[config.mk]
export PLATFORM = sky130hd
export DESIGN_NAME = nrt_id_translator
export DESIGN_NICKNAME = d
export VERILOG_FILES = /design/src/rtl/nrt_pkg.sv /design/src/rtl/nrt_id_translator.sv
export VERILOG_INCLUDE_DIRS = /design/src /design/src/rtl
export SDC_FILE = /design/constraint.sdc
export NUM_CORES = 2
export LEC_CHECK = 0
export BUFFER_PORTS_ARGS = -buffer_cell sky130_fd_sc_hd__buf_2
export CORE_UTILIZATION = 35
export DETAILED_ROUTE_END_ITERATION = 6
export GPL_TIMING_DRIVEN = 0
export HOLD_SLACK_MARGIN = 0.02
export PLACE_DENSITY = 0.5
export SLEW_MARGIN = 20
export SYNTH_ARGS = -nofsm -noshare
export SYNTH_HDL_FRONTEND = slang
export SYNTH_SLANG_ARGS = --single-unit
[constraint.sdc]
create_clock -name aclk -period 4.5 [get_ports aclk]
set_input_delay 0.225 -clock aclk [delete_from_list [all_inputs] [get_ports aclk]]
set_output_delay 0.225 -clock aclk [all_outputs]
set_load 0.03 [all_outputs]
[src/rtl/nrt_consts.svh]
// Register offsets, field positions and reset values for the requester ID translator
`ifndef NRT_CONSTS_SVH
`define NRT_CONSTS_SVH

`define NRT_TBL_NEAR_BASE   12'h000
`define NRT_TBL_FAR_BASE    12'h040
`define NRT_TBL_REGION_END  12'h080
`define NRT_STATUS_OFS      12'h080
`define NRT_CLEAR_OFS       12'h084
`define NRT_ENABLE_OFS      12'h088
`define NRT_NEAR_BDF_OFS    12'h08c
`define NRT_FAR_BDF_OFS     12'h090

`define NRT_ENT_BUS_HI      31
`define NRT_ENT_BUS_LO      24
`define NRT_ENT_DEV_HI      23
`define NRT_ENT_DEV_LO      19
`define NRT_ENT_FUN_HI      18
`define NRT_ENT_FUN_LO      16
`define NRT_ENT_VALID       0
`define NRT_ENT_KEEP_MASK   32'hffff_0001

`define NRT_ENTRIES         16
`define NRT_LAST_ENTRY      8'h0f

`define NRT_ST_NEAR_UR      0
`define NRT_ST_FAR_UR       1
`define NRT_ST_NEAR_CPL     2
`define NRT_ST_FAR_CPL      3
`define NRT_ST_W            4

`define NRT_ENTRY_RST       32'h0000_0000
`define NRT_BDF_RST         16'h0000
`define NRT_STATUS_RST      4'h0
`define NRT_ENABLE_RST      4'h0

`define NRT_RESP_OKAY       2'h0
`define NRT_RESP_SLVERR     2'h2

`endif

[src/rtl/nrt_pkg.sv]
// Types shared by the requester ID translator
package nrt_pkg;

  typedef enum logic [2:0] {
    NRT_REQ_POSTED,
    NRT_REQ_NONPOSTED,
    NRT_COMPLETION,
    NRT_MESSAGE,
    NRT_CONFIG
  } nrt_kind_t;

  // Side 0 is the near_side_endpoint, side 1 the far_side_endpoint
  typedef struct packed {
    logic        side;
    nrt_kind_t   kind;
    logic [15:0] req_id;
    logic [15:0] cpl_id;
    logic [7:0]  tag;
    logic [63:0] addr;
  } nrt_hdr_t;

  typedef struct packed {
    logic       hit;
    logic [3:0] idx;
  } nrt_match_t;

endpackage

[src/rtl/nrt_id_translator.sv]
// Requester and completer ID translation for an isolating_bridge, with AXI4-Lite registers
`timescale 1ns/1ps
`include "nrt_consts.svh"

module nrt_id_translator (
  // Clock and reset
  input  wire logic             aclk,
  input  wire logic             aresetn,
  // AXI4-Lite write address
  input  wire logic [11:0]      s_axi_awaddr,
  input  wire logic [2:0]       s_axi_awprot,
  input  wire logic             s_axi_awvalid,
  output logic                  s_axi_awready,
  // AXI4-Lite write data
  input  wire logic [31:0]      s_axi_wdata,
  input  wire logic [3:0]       s_axi_wstrb,
  input  wire logic             s_axi_wvalid,
  output logic                  s_axi_wready,
  // AXI4-Lite write response
  output logic [1:0]            s_axi_bresp,
  output logic                  s_axi_bvalid,
  input  wire logic             s_axi_bready,
  // AXI4-Lite read address
  input  wire logic [11:0]      s_axi_araddr,
  input  wire logic [2:0]       s_axi_arprot,
  input  wire logic             s_axi_arvalid,
  output logic                  s_axi_arready,
  // AXI4-Lite read data
  output logic [31:0]           s_axi_rdata,
  output logic [1:0]            s_axi_rresp,
  output logic                  s_axi_rvalid,
  input  wire logic             s_axi_rready,
  // Received packet headers from either endpoint
  input  wire nrt_pkg::nrt_hdr_t rx_hdr,
  input  wire logic             rx_valid,
  output logic                  rx_ready,
  // Forwarded packet headers towards the opposite endpoint
  output nrt_pkg::nrt_hdr_t     tx_hdr,
  output logic                  tx_valid,
  input  wire logic             tx_ready,
  // Interrupt
  output logic                  irq
);

  // Tables, side 0 near, side 1 far
  logic [31:0]             map_tbl [0:1][0:`NRT_ENTRIES-1];
  logic [15:0]             ep_bdf  [0:1];
  logic [`NRT_ST_W-1:0]    status;
  logic [`NRT_ST_W-1:0]    enable;
  logic [`NRT_ST_W-1:0]    ev_set;
  logic [`NRT_ST_W-1:0]    sw_clear;

  // Bus slave holding registers
  logic                    aw_hold;
  logic [11:0]             aw_addr;
  logic                    w_hold;
  logic [31:0]             w_data;
  logic [3:0]              w_strb;
  logic                    wr_fire;

  // Packet path
  logic                    rx_take;
  logic                    rx_side;
  logic                    opp_side;
  nrt_pkg::nrt_match_t     req_match;
  logic [7:0]              cpl_index;
  logic [31:0]             cpl_entry;
  logic                    fwd;
  nrt_pkg::nrt_hdr_t       next_tx_hdr;

  // Identity held in an entry, as a requester ID
  function automatic logic [15:0] entry_bdf(input logic [31:0] ent);
    entry_bdf = {ent[`NRT_ENT_BUS_HI:`NRT_ENT_BUS_LO],
                 ent[`NRT_ENT_DEV_HI:`NRT_ENT_DEV_LO],
                 ent[`NRT_ENT_FUN_HI:`NRT_ENT_FUN_LO]};
  endfunction

  // Byte-lane merge for a register write
  function automatic logic [31:0] lane_merge(input logic [31:0] old_v, input logic [31:0] new_v,
                                             input logic [3:0] strb);
    logic [31:0] r;
    r = old_v;
    for (int b = 0; b < 4; b++) begin
      if (strb[b]) begin
        r[b*8 +: 8] = new_v[b*8 +: 8];
      end
    end
    lane_merge = r;
  endfunction

  // Search runs high to low so the lowest matching valid entry is the last to land
  function automatic nrt_pkg::nrt_match_t lookup(input logic sd, input logic [15:0] rid);
    nrt_pkg::nrt_match_t m;
    m.hit = 1'b0;
    m.idx = 4'h0;
    for (int i = `NRT_ENTRIES - 1; i >= 0; i--) begin
      if (map_tbl[sd][i][`NRT_ENT_VALID] && (entry_bdf(map_tbl[sd][i]) == rid)) begin
        m.hit = 1'b1;
        m.idx = 4'(i);
      end
    end
    lookup = m;
  endfunction

  // ---------------------------------------------------------------- bus slave

  assign s_axi_awready = !aw_hold;
  assign s_axi_wready  = !w_hold;
  assign wr_fire       = aw_hold && w_hold && !s_axi_bvalid;
  assign s_axi_arready = !s_axi_rvalid;

  always_ff @(posedge aclk) begin
    if (!aresetn) begin
      aw_hold <= 1'b0;
      aw_addr <= 12'h000;
    end else if (s_axi_awvalid && s_axi_awready) begin
      aw_hold <= 1'b1;
      aw_addr <= s_axi_awaddr;
    end else if (wr_fire) begin
      aw_hold <= 1'b0;
    end
  end

  always_ff @(posedge aclk) begin
    if (!aresetn) begin
      w_hold <= 1'b0;
      w_data <= 32'h0000_0000;
      w_strb <= 4'h0;
    end else if (s_axi_wvalid && s_axi_wready) begin
      w_hold <= 1'b1;
      w_data <= s_axi_wdata;
      w_strb <= s_axi_wstrb;
    end else if (wr_fire) begin
      w_hold <= 1'b0;
    end
  end

  // Write response and register updates
  always_ff @(posedge aclk) begin
    if (!aresetn) begin
      s_axi_bvalid <= 1'b0;
      s_axi_bresp  <= `NRT_RESP_OKAY;
    end else if (wr_fire) begin
      s_axi_bvalid <= 1'b1;
      if (aw_addr < `NRT_TBL_REGION_END || aw_addr == `NRT_CLEAR_OFS || aw_addr == `NRT_ENABLE_OFS ||
          aw_addr == `NRT_NEAR_BDF_OFS || aw_addr == `NRT_FAR_BDF_OFS) begin
        s_axi_bresp <= `NRT_RESP_OKAY;
      end else begin
        s_axi_bresp <= `NRT_RESP_SLVERR;
      end
    end else if (s_axi_bready) begin
      s_axi_bvalid <= 1'b0;
    end
  end

  // Tables are filled by software during initialisation; reset leaves every entry invalid
  always_ff @(posedge aclk) begin
    if (!aresetn) begin
      for (int s = 0; s < 2; s++) begin
        for (int i = 0; i < `NRT_ENTRIES; i++) begin
          map_tbl[s][i] <= `NRT_ENTRY_RST;
        end
      end
    end else if (wr_fire && aw_addr < `NRT_TBL_REGION_END) begin
      // Reserved bits are not stored, so they read back as zero
      map_tbl[aw_addr[6]][aw_addr[5:2]] <=
        lane_merge(map_tbl[aw_addr[6]][aw_addr[5:2]], w_data, w_strb) & `NRT_ENT_KEEP_MASK;
    end
  end

  always_ff @(posedge aclk) begin
    if (!aresetn) begin
      ep_bdf[0] <= `NRT_BDF_RST;
      ep_bdf[1] <= `NRT_BDF_RST;
    end else if (wr_fire) begin
      if (aw_addr == `NRT_NEAR_BDF_OFS) begin
        ep_bdf[0] <= 16'(lane_merge({16'h0000, ep_bdf[0]}, w_data, w_strb));
      end else if (aw_addr == `NRT_FAR_BDF_OFS) begin
        ep_bdf[1] <= 16'(lane_merge({16'h0000, ep_bdf[1]}, w_data, w_strb));
      end
    end
  end

  always_ff @(posedge aclk) begin
    if (!aresetn) begin
      enable <= `NRT_ENABLE_RST;
    end else if (wr_fire && aw_addr == `NRT_ENABLE_OFS && w_strb[0]) begin
      enable <= w_data[`NRT_ST_W-1:0];
    end
  end

  assign sw_clear = (wr_fire && aw_addr == `NRT_CLEAR_OFS && w_strb[0]) ? w_data[`NRT_ST_W-1:0]
                                                                        : `NRT_STATUS_RST;

  // An event in the same cycle as its clear survives
  always_ff @(posedge aclk) begin
    if (!aresetn) begin
      status <= `NRT_STATUS_RST;
    end else begin
      status <= (status & ~sw_clear) | ev_set;
    end
  end

  assign irq = |(status & enable);

  // Read channel
  always_ff @(posedge aclk) begin
    if (!aresetn) begin
      s_axi_rvalid <= 1'b0;
      s_axi_rdata  <= 32'h0000_0000;
      s_axi_rresp  <= `NRT_RESP_OKAY;
    end else if (s_axi_arvalid && s_axi_arready) begin
      s_axi_rvalid <= 1'b1;
      s_axi_rresp  <= `NRT_RESP_OKAY;
      if (s_axi_araddr < `NRT_TBL_REGION_END) begin
        s_axi_rdata <= map_tbl[s_axi_araddr[6]][s_axi_araddr[5:2]];
      end else if (s_axi_araddr == `NRT_STATUS_OFS) begin
        s_axi_rdata <= {28'h000_0000, status};
      end else if (s_axi_araddr == `NRT_CLEAR_OFS) begin
        s_axi_rdata <= 32'h0000_0000;
      end else if (s_axi_araddr == `NRT_ENABLE_OFS) begin
        s_axi_rdata <= {28'h000_0000, enable};
      end else if (s_axi_araddr == `NRT_NEAR_BDF_OFS) begin
        s_axi_rdata <= {16'h0000, ep_bdf[0]};
      end else if (s_axi_araddr == `NRT_FAR_BDF_OFS) begin
        s_axi_rdata <= {16'h0000, ep_bdf[1]};
      end else begin
        s_axi_rdata <= 32'h0000_0000;
        s_axi_rresp <= `NRT_RESP_SLVERR;
      end
    end else if (s_axi_rready) begin
      s_axi_rvalid <= 1'b0;
    end
  end

  // ---------------------------------------------------------------- packet path

  // One output stage; a stalled output holds the input back
  assign rx_ready  = !tx_valid || tx_ready;
  assign rx_take   = rx_valid && rx_ready;
  assign rx_side   = rx_hdr.side;
  assign opp_side  = !rx_hdr.side;
  assign req_match = lookup(rx_side, rx_hdr.req_id);
  assign cpl_index = rx_hdr.req_id[7:0];
  // Index is at most eight bits but the table stops at fifteen
  assign cpl_entry = (cpl_index > `NRT_LAST_ENTRY) ? `NRT_ENTRY_RST
                                                   : map_tbl[opp_side][cpl_index[3:0]];

  always_comb begin
    fwd         = 1'b0;
    ev_set      = `NRT_STATUS_RST;
    next_tx_hdr = rx_hdr;
    next_tx_hdr.side = opp_side;
    if (rx_take) begin
      case (rx_hdr.kind)
        nrt_pkg::NRT_REQ_POSTED, nrt_pkg::NRT_REQ_NONPOSTED: begin
          if (req_match.hit) begin
            fwd = 1'b1;
            next_tx_hdr.req_id = {ep_bdf[opp_side][15:8], 4'h0, req_match.idx};
          end else if (rx_side) begin
            ev_set[`NRT_ST_FAR_UR] = 1'b1;
          end else begin
            ev_set[`NRT_ST_NEAR_UR] = 1'b1;
          end
        end
        nrt_pkg::NRT_COMPLETION: begin
          if (cpl_index <= `NRT_LAST_ENTRY && cpl_entry[`NRT_ENT_VALID]) begin
            fwd = 1'b1;
            next_tx_hdr.req_id = entry_bdf(cpl_entry);
            next_tx_hdr.cpl_id = ep_bdf[opp_side];
          end else if (rx_side) begin
            ev_set[`NRT_ST_FAR_CPL] = 1'b1;
          end else begin
            ev_set[`NRT_ST_NEAR_CPL] = 1'b1;
          end
        end
        // Messages vanish without a trace; configuration belongs to the receiving endpoint
        nrt_pkg::NRT_MESSAGE: begin
          fwd = 1'b0;
        end
        default: begin
          fwd = 1'b0;
        end
      endcase
    end
  end

  always_ff @(posedge aclk) begin
    if (!aresetn) begin
      tx_valid <= 1'b0;
    end else if (rx_ready) begin
      tx_valid <= fwd;
    end
  end

  always_ff @(posedge aclk) begin
    if (!aresetn) begin
      tx_hdr <= '0;
    end else if (rx_take && fwd) begin
      tx_hdr <= next_tx_hdr;
    end
  end

endmodule // nrt_id_translator

==> results <==
- From bottom edge to top edge, the die measures 370.0 um.
- The number of cell rows is around 130.
- The origin of the critical flop-to-flop path is aw_addr[3].
- In this run, the number of DRC markers left after iteration 0 of detailed routing was approximately 6700.
- For the final routed database, the setup TNS stands at -11320 ps.
- The fraction of final layout cells sized beyond drive strength 1 is 30.87%.
- The DRC violations left is 1.
- The share of synthesized area in the top cell type comes to 36.49%.
- TritonCTS created 96 clock buffers.
- TritonCTS built the clock tree.
- At the worst endpoint, the required time is a little over 5000 ps.
- From left edge to right edge, the die measures approximately 370 um.
- The clock reaches the later pin of the worst-skew pair after 770 ps.
- The congestion estimate from routability-driven global placement came to 1.072.
- Once detail routing completed, the nets flagged for antenna violations numbered 0.
- In this run, synthesis produced a sequential element count of 780.
- The number of global-route vias before repair is 38420.
- The floorplan step defined a core boundary enclosing 134000 sq um.
- The largest vdd supply drop is 0.0002823 V.
- The sequential cells in the finished layout cover a total of ~21000 sq um.
- The average wire per cell in the routed design is 45.47 um.
- Setup repair after global routing could not meet its margin everywhere.
- The number of nets in the finished design is about 4500.
- The iteration count of the initial detailed-routing pass is 7.
- Yosys mapped a number of flops with a built-in enable equal to 576.
- The clock drives 780 sinks.
- Summed over all layers, the global routing overflow is 0.
- The number of distinct library cells after synthesis is 77.
- The global-route usage over all layers is ~40%.
- The layout has 12610 filler cells.
- The final reports fail on design-rule violations, negative setup slack.
- The dominant cell type by area after synthesis is sky130_fd_sc_hd__edfxtp_1.
- Setup violations remaining at the end of the flow were counted as 188.
- The most used flip-flop cell after synthesis is sky130_fd_sc_hd__edfxtp_1.
- The initial core utilization is 35.38%.
- The leakage power figure is ~21 nW.
- Including well taps, the total number of placed cells is 5803.
- Synthesis produced ~3700 cells.
- The shortest clock period the worst path allows after layout is approximately 4800 ps.
- In the finished design, the share of the clock period the worst path needs comes to 107.6%.
- The post-synthesis async set-or-reset flop share is 0%.
- The number of vias per cell after detailed routing is 6.639.
- The cell at the root of the clock tree is sky130_fd_sc_hd__clkbuf_16.
- The worst hold endpoint is s_axi_rdata[2].
- For this run, the number of standard cells in the final layout without fillers is 6152.
- Of all nets on the critical path, the largest fanout is 11.
- The number of placed I/O pins is ~340.
- The total power density per cell area is 351.3 nW/um^2.
- Clock-pin slew was measured on the worst setup and hold paths at 60 ps.
- The number of max-slew violations in the final report is 0.
- The wire length of the first global-routing pass is about 360000 um.
- The worst path arrival time is 5450 ps.
- The critical register-to-register path endpoint is map_tbl[0][67].
- The flow ran to the end, but the final reports show violations.
- The worst setup slack after layout is -342.2 ps.
- The H-tree generated during clock tree synthesis spans 3 levels.
- The worst setup path is launched from a primary input.
- Detailed routing inserted a total of between 40000 and 50000 vias.
- The average cell area after synthesis is 12.86 sq um.
- The clock passes through at most 3 buffers.
- By area the synthesized netlist is led by sky130_fd_sc_hd__edfxtp_1 36%, sky130_fd_sc_hd__mux4_2 23%, sky130_fd_sc_hd__dfxtp_1 8.6%, sky130_fd_sc_hd__mux2i_1 8.3%, sky130_fd_sc_hd__nor2_1 4.3%.
- The count of yosys warnings during synthesis is 0.
- The endpoint kind of the worst setup timing path is a flip-flop.
- Across the run, the number of max-cap violations was 0.
- The total count of hold-check failures in the final report came to 0.
- The depth of the worst hold-timing path is 6.
- The worst-case headroom to the max-slew limit is 10.29%.
- The kind of critical path is in2reg.
- Wires add up to 279800 um.
- For the pin with the worst max-slew slack, the measured transition is 1346 ps.
- The startpoint identified for the worst hold timing path is s_axi_araddr[7].
- The number of antenna violations at the first check in global routing is 18.
- In this run the cell area of the synthesized design comes to 47400 sq um.
- The placed wire-length estimate is 214000 um.
- The fmax is 206.5 MHz.
- The slack of the worst reg-to-reg path is -130 ps.
- The count of port buffers added during placement is 311.
- The worst hold path belongs to the class in2reg.
- The share of the Yosys chip area taken by registers is a little under half.
- The area of the multi-input gates is between 20000 and 25000 sq um.
- Between clock sinks in the finished design, the worst skew comes to 59.47 ps.
- Measured in cells, the most critical reg-to-reg path has a length of 11.
- Entering global routing, the biggest net connects 18 pins.
- The area growth from synthesis to layout is 21.89%.
- The die covers 136900 sq um.
==> cell usage after synthesis, types with 6 or more instances <==
library cell / number
sky130_fd_sc_hd__a2111oi_0: 21
sky130_fd_sc_hd__a211o_1: 9
sky130_fd_sc_hd__a211oi_1: 18
sky130_fd_sc_hd__a21oi_1: 104
sky130_fd_sc_hd__a22oi_1: 17
sky130_fd_sc_hd__a32oi_1: 6
sky130_fd_sc_hd__and2_1: 19
sky130_fd_sc_hd__and3_1: 9
sky130_fd_sc_hd__buf_1: 38
sky130_fd_sc_hd__buf_2: 64
sky130_fd_sc_hd__buf_4: 14
sky130_fd_sc_hd__buf_6: 16
sky130_fd_sc_hd__buf_8: 12
sky130_fd_sc_hd__clkbuf_1: 168
sky130_fd_sc_hd__dfxtp_1: 204
sky130_fd_sc_hd__edfxtp_1: 576
sky130_fd_sc_hd__inv_1: 47
sky130_fd_sc_hd__mux2_1: 8
sky130_fd_sc_hd__mux2_2: 52
sky130_fd_sc_hd__mux2i_1: 394
sky130_fd_sc_hd__mux4_2: 476
sky130_fd_sc_hd__nand2_1: 223
sky130_fd_sc_hd__nand2b_1: 21
sky130_fd_sc_hd__nand3_1: 26
sky130_fd_sc_hd__nand3b_1: 7
sky130_fd_sc_hd__nand4_1: 22
sky130_fd_sc_hd__nand4b_1: 7
sky130_fd_sc_hd__nor2_1: 544
sky130_fd_sc_hd__nor2b_1: 28
sky130_fd_sc_hd__nor3_1: 31
sky130_fd_sc_hd__nor4_1: 66
sky130_fd_sc_hd__o211ai_1: 19
sky130_fd_sc_hd__o21ai_0: 51
sky130_fd_sc_hd__o22ai_1: 34
sky130_fd_sc_hd__o31ai_1: 7
sky130_fd_sc_hd__or4_1: 8
sky130_fd_sc_hd__xnor2_1: 227
sky130_fd_sc_hd__xor2_1: 21
==> stage by stage <==
step,util [%],hold WS (ps),power [mW],setup slack (ps),area [sq um]
2_1_floorplan,-,325.1,10.08,541.6,47410
4_1_cts,43.03,47.01,20.07,0.7874,57650
3_5_place_dp,39.06,426.0,11.83,-2003,52320
6_report,43.13,111.7,20.30,-342.2,57780
3_3_place_gp,38.20,414.5,11.77,-4950,51170
5_1_grt,43.11,106.7,20.52,-2.101,57740
==> critical path, cell delays in order <==
cell and delay [ps]:
sky130_fd_sc_hd__buf_6 210, sky130_fd_sc_hd__buf_6 180, sky130_fd_sc_hd__buf_6 310, sky130_fd_sc_hd__buf_4 520, sky130_fd_sc_hd__buf_2 430, sky130_fd_sc_hd__clkdlybuf4s15_2 650, sky130_fd_sc_hd__clkbuf_2 630, sky130_fd_sc_hd__mux4_2 450
sky130_fd_sc_hd__mux4_2 530, sky130_fd_sc_hd__mux2i_1 380, sky130_fd_sc_hd__o21ai_0 440, sky130_fd_sc_hd__nor3_1 350, sky130_fd_sc_hd__nor3_1 70
==> logic make-up after synthesis <==
group,share of synthesized area (%)
compound gates,4.321
xor+xnor,4.651
buf+inv,3.685
flops,45.10
mux,32.36
other cells,0.007911
simple gates,9.869
==> what timing repair did <==
action | 4_1_cts | 5_1_grt
buffers inserted | 13 | 3
cloned | 0 | 0
hold endpoints to repair | 145 | 0
resized for setup | 159 | 23
hold buffers | 150 | 0
endpoints found under the setup margin | 1116 | 339
==> worst max-delay path by stage <==
stage	from	endpoint	slack, ps	cells after the start
3_5_place_dp	aw_addr[2]	map_tbl[0][118]	-2000	10
6_report	rx_hdr[107]	tx_hdr[88]	-340	13
2_1_floorplan	w_hold	map_tbl[1][102]	540	7
4_1_cts	flip-flop	map_tbl[1][184]	0.8	11
5_1_grt	flip-flop	map_tbl[1][85]	-2	11
3_3_place_gp	aw_addr[2]	map_tbl[1][209]	-4950	7
==> area by class of cell <==
cell class                 count  area share, %
multi-input combinational   2545          42.84
sequential                   780          37.00
timing repair buffer         514          7.094
clock buffer                 135          4.660
tap                         1768          3.829
buffer                       303          3.123
clock inverter                43         0.9896
inverter                      50         0.3963
antenna                       14        0.06063
==> cells in the final DEF, fill, tap and decap left out, types with 20 or more instances in the layout <==
cell type / synthesis / final
sky130_fd_sc_hd__a2111oi_0: 21 / 21
sky130_fd_sc_hd__a21oi_1: 104 / 104
sky130_fd_sc_hd__buf_16: 0 / 23
sky130_fd_sc_hd__buf_2: 64 / 375
sky130_fd_sc_hd__buf_4: 14 / 44
sky130_fd_sc_hd__buf_6: 16 / 23
sky130_fd_sc_hd__clkbuf_1: 168 / 111
sky130_fd_sc_hd__clkbuf_16: 0 / 99
sky130_fd_sc_hd__clkbuf_2: 0 / 60
sky130_fd_sc_hd__clkbuf_4: 0 / 20
sky130_fd_sc_hd__dfxtp_1: 204 / 204
sky130_fd_sc_hd__dlygate4sd3_1: 0 / 150
sky130_fd_sc_hd__edfxtp_1: 576 / 576
sky130_fd_sc_hd__inv_1: 47 / 36
sky130_fd_sc_hd__mux2_2: 52 / 52
sky130_fd_sc_hd__mux2i_1: 394 / 387
sky130_fd_sc_hd__mux4_2: 476 / 476
sky130_fd_sc_hd__nand2_1: 223 / 188
sky130_fd_sc_hd__nand2_2: 0 / 23
sky130_fd_sc_hd__nand3_1: 26 / 26
sky130_fd_sc_hd__nand4_1: 22 / 22
sky130_fd_sc_hd__nor2_1: 544 / 541
sky130_fd_sc_hd__nor2b_1: 28 / 28
sky130_fd_sc_hd__nor3_1: 31 / 31
sky130_fd_sc_hd__nor4_1: 66 / 62
sky130_fd_sc_hd__o21ai_0: 51 / 29
sky130_fd_sc_hd__o22ai_1: 34 / 34
sky130_fd_sc_hd__xnor2_1: 227 / 227
sky130_fd_sc_hd__xor2_1: 21 / 21
==> power by group <==
part	switching, mW	leakage (nW)	internal [mW]
Clock	3.49	1.59	4.73
Sequential	0.292	7.60	7.94
Combinational	2.47	11.9	1.37
==> layer usage <==
metal	wire (um)	global-route usage, %	vias up
met1	102200	49.47	20820
met3	38420	16.60	911
li1	-	-	15410
met2	116500	57.38	3686
met4	22480	26.78	14
met5	173	0.5245	-
==> sequential cells by signal, summed over array words and instances, names as in the netlist, named ones only <==
| signal | cells |
|---|---|
| s_axi_bvalid | 1 |
| s_axi_bresp | 1 |
| aw_addr | 12 |
| w_hold | 1 |
| tx_valid | 1 |
| tx_hdr | 108 |
| s_axi_rvalid | 1 |
| status | 4 |
| ep_bdf | 32 |
| w_strb | 4 |
| s_axi_rdata | 32 |
| enable | 4 |
| s_axi_rresp | 1 |
| w_data | 32 |
| map_tbl | 544 |
| aw_hold | 1 |
Note: power is estimated with default switching activity, not from simulation.
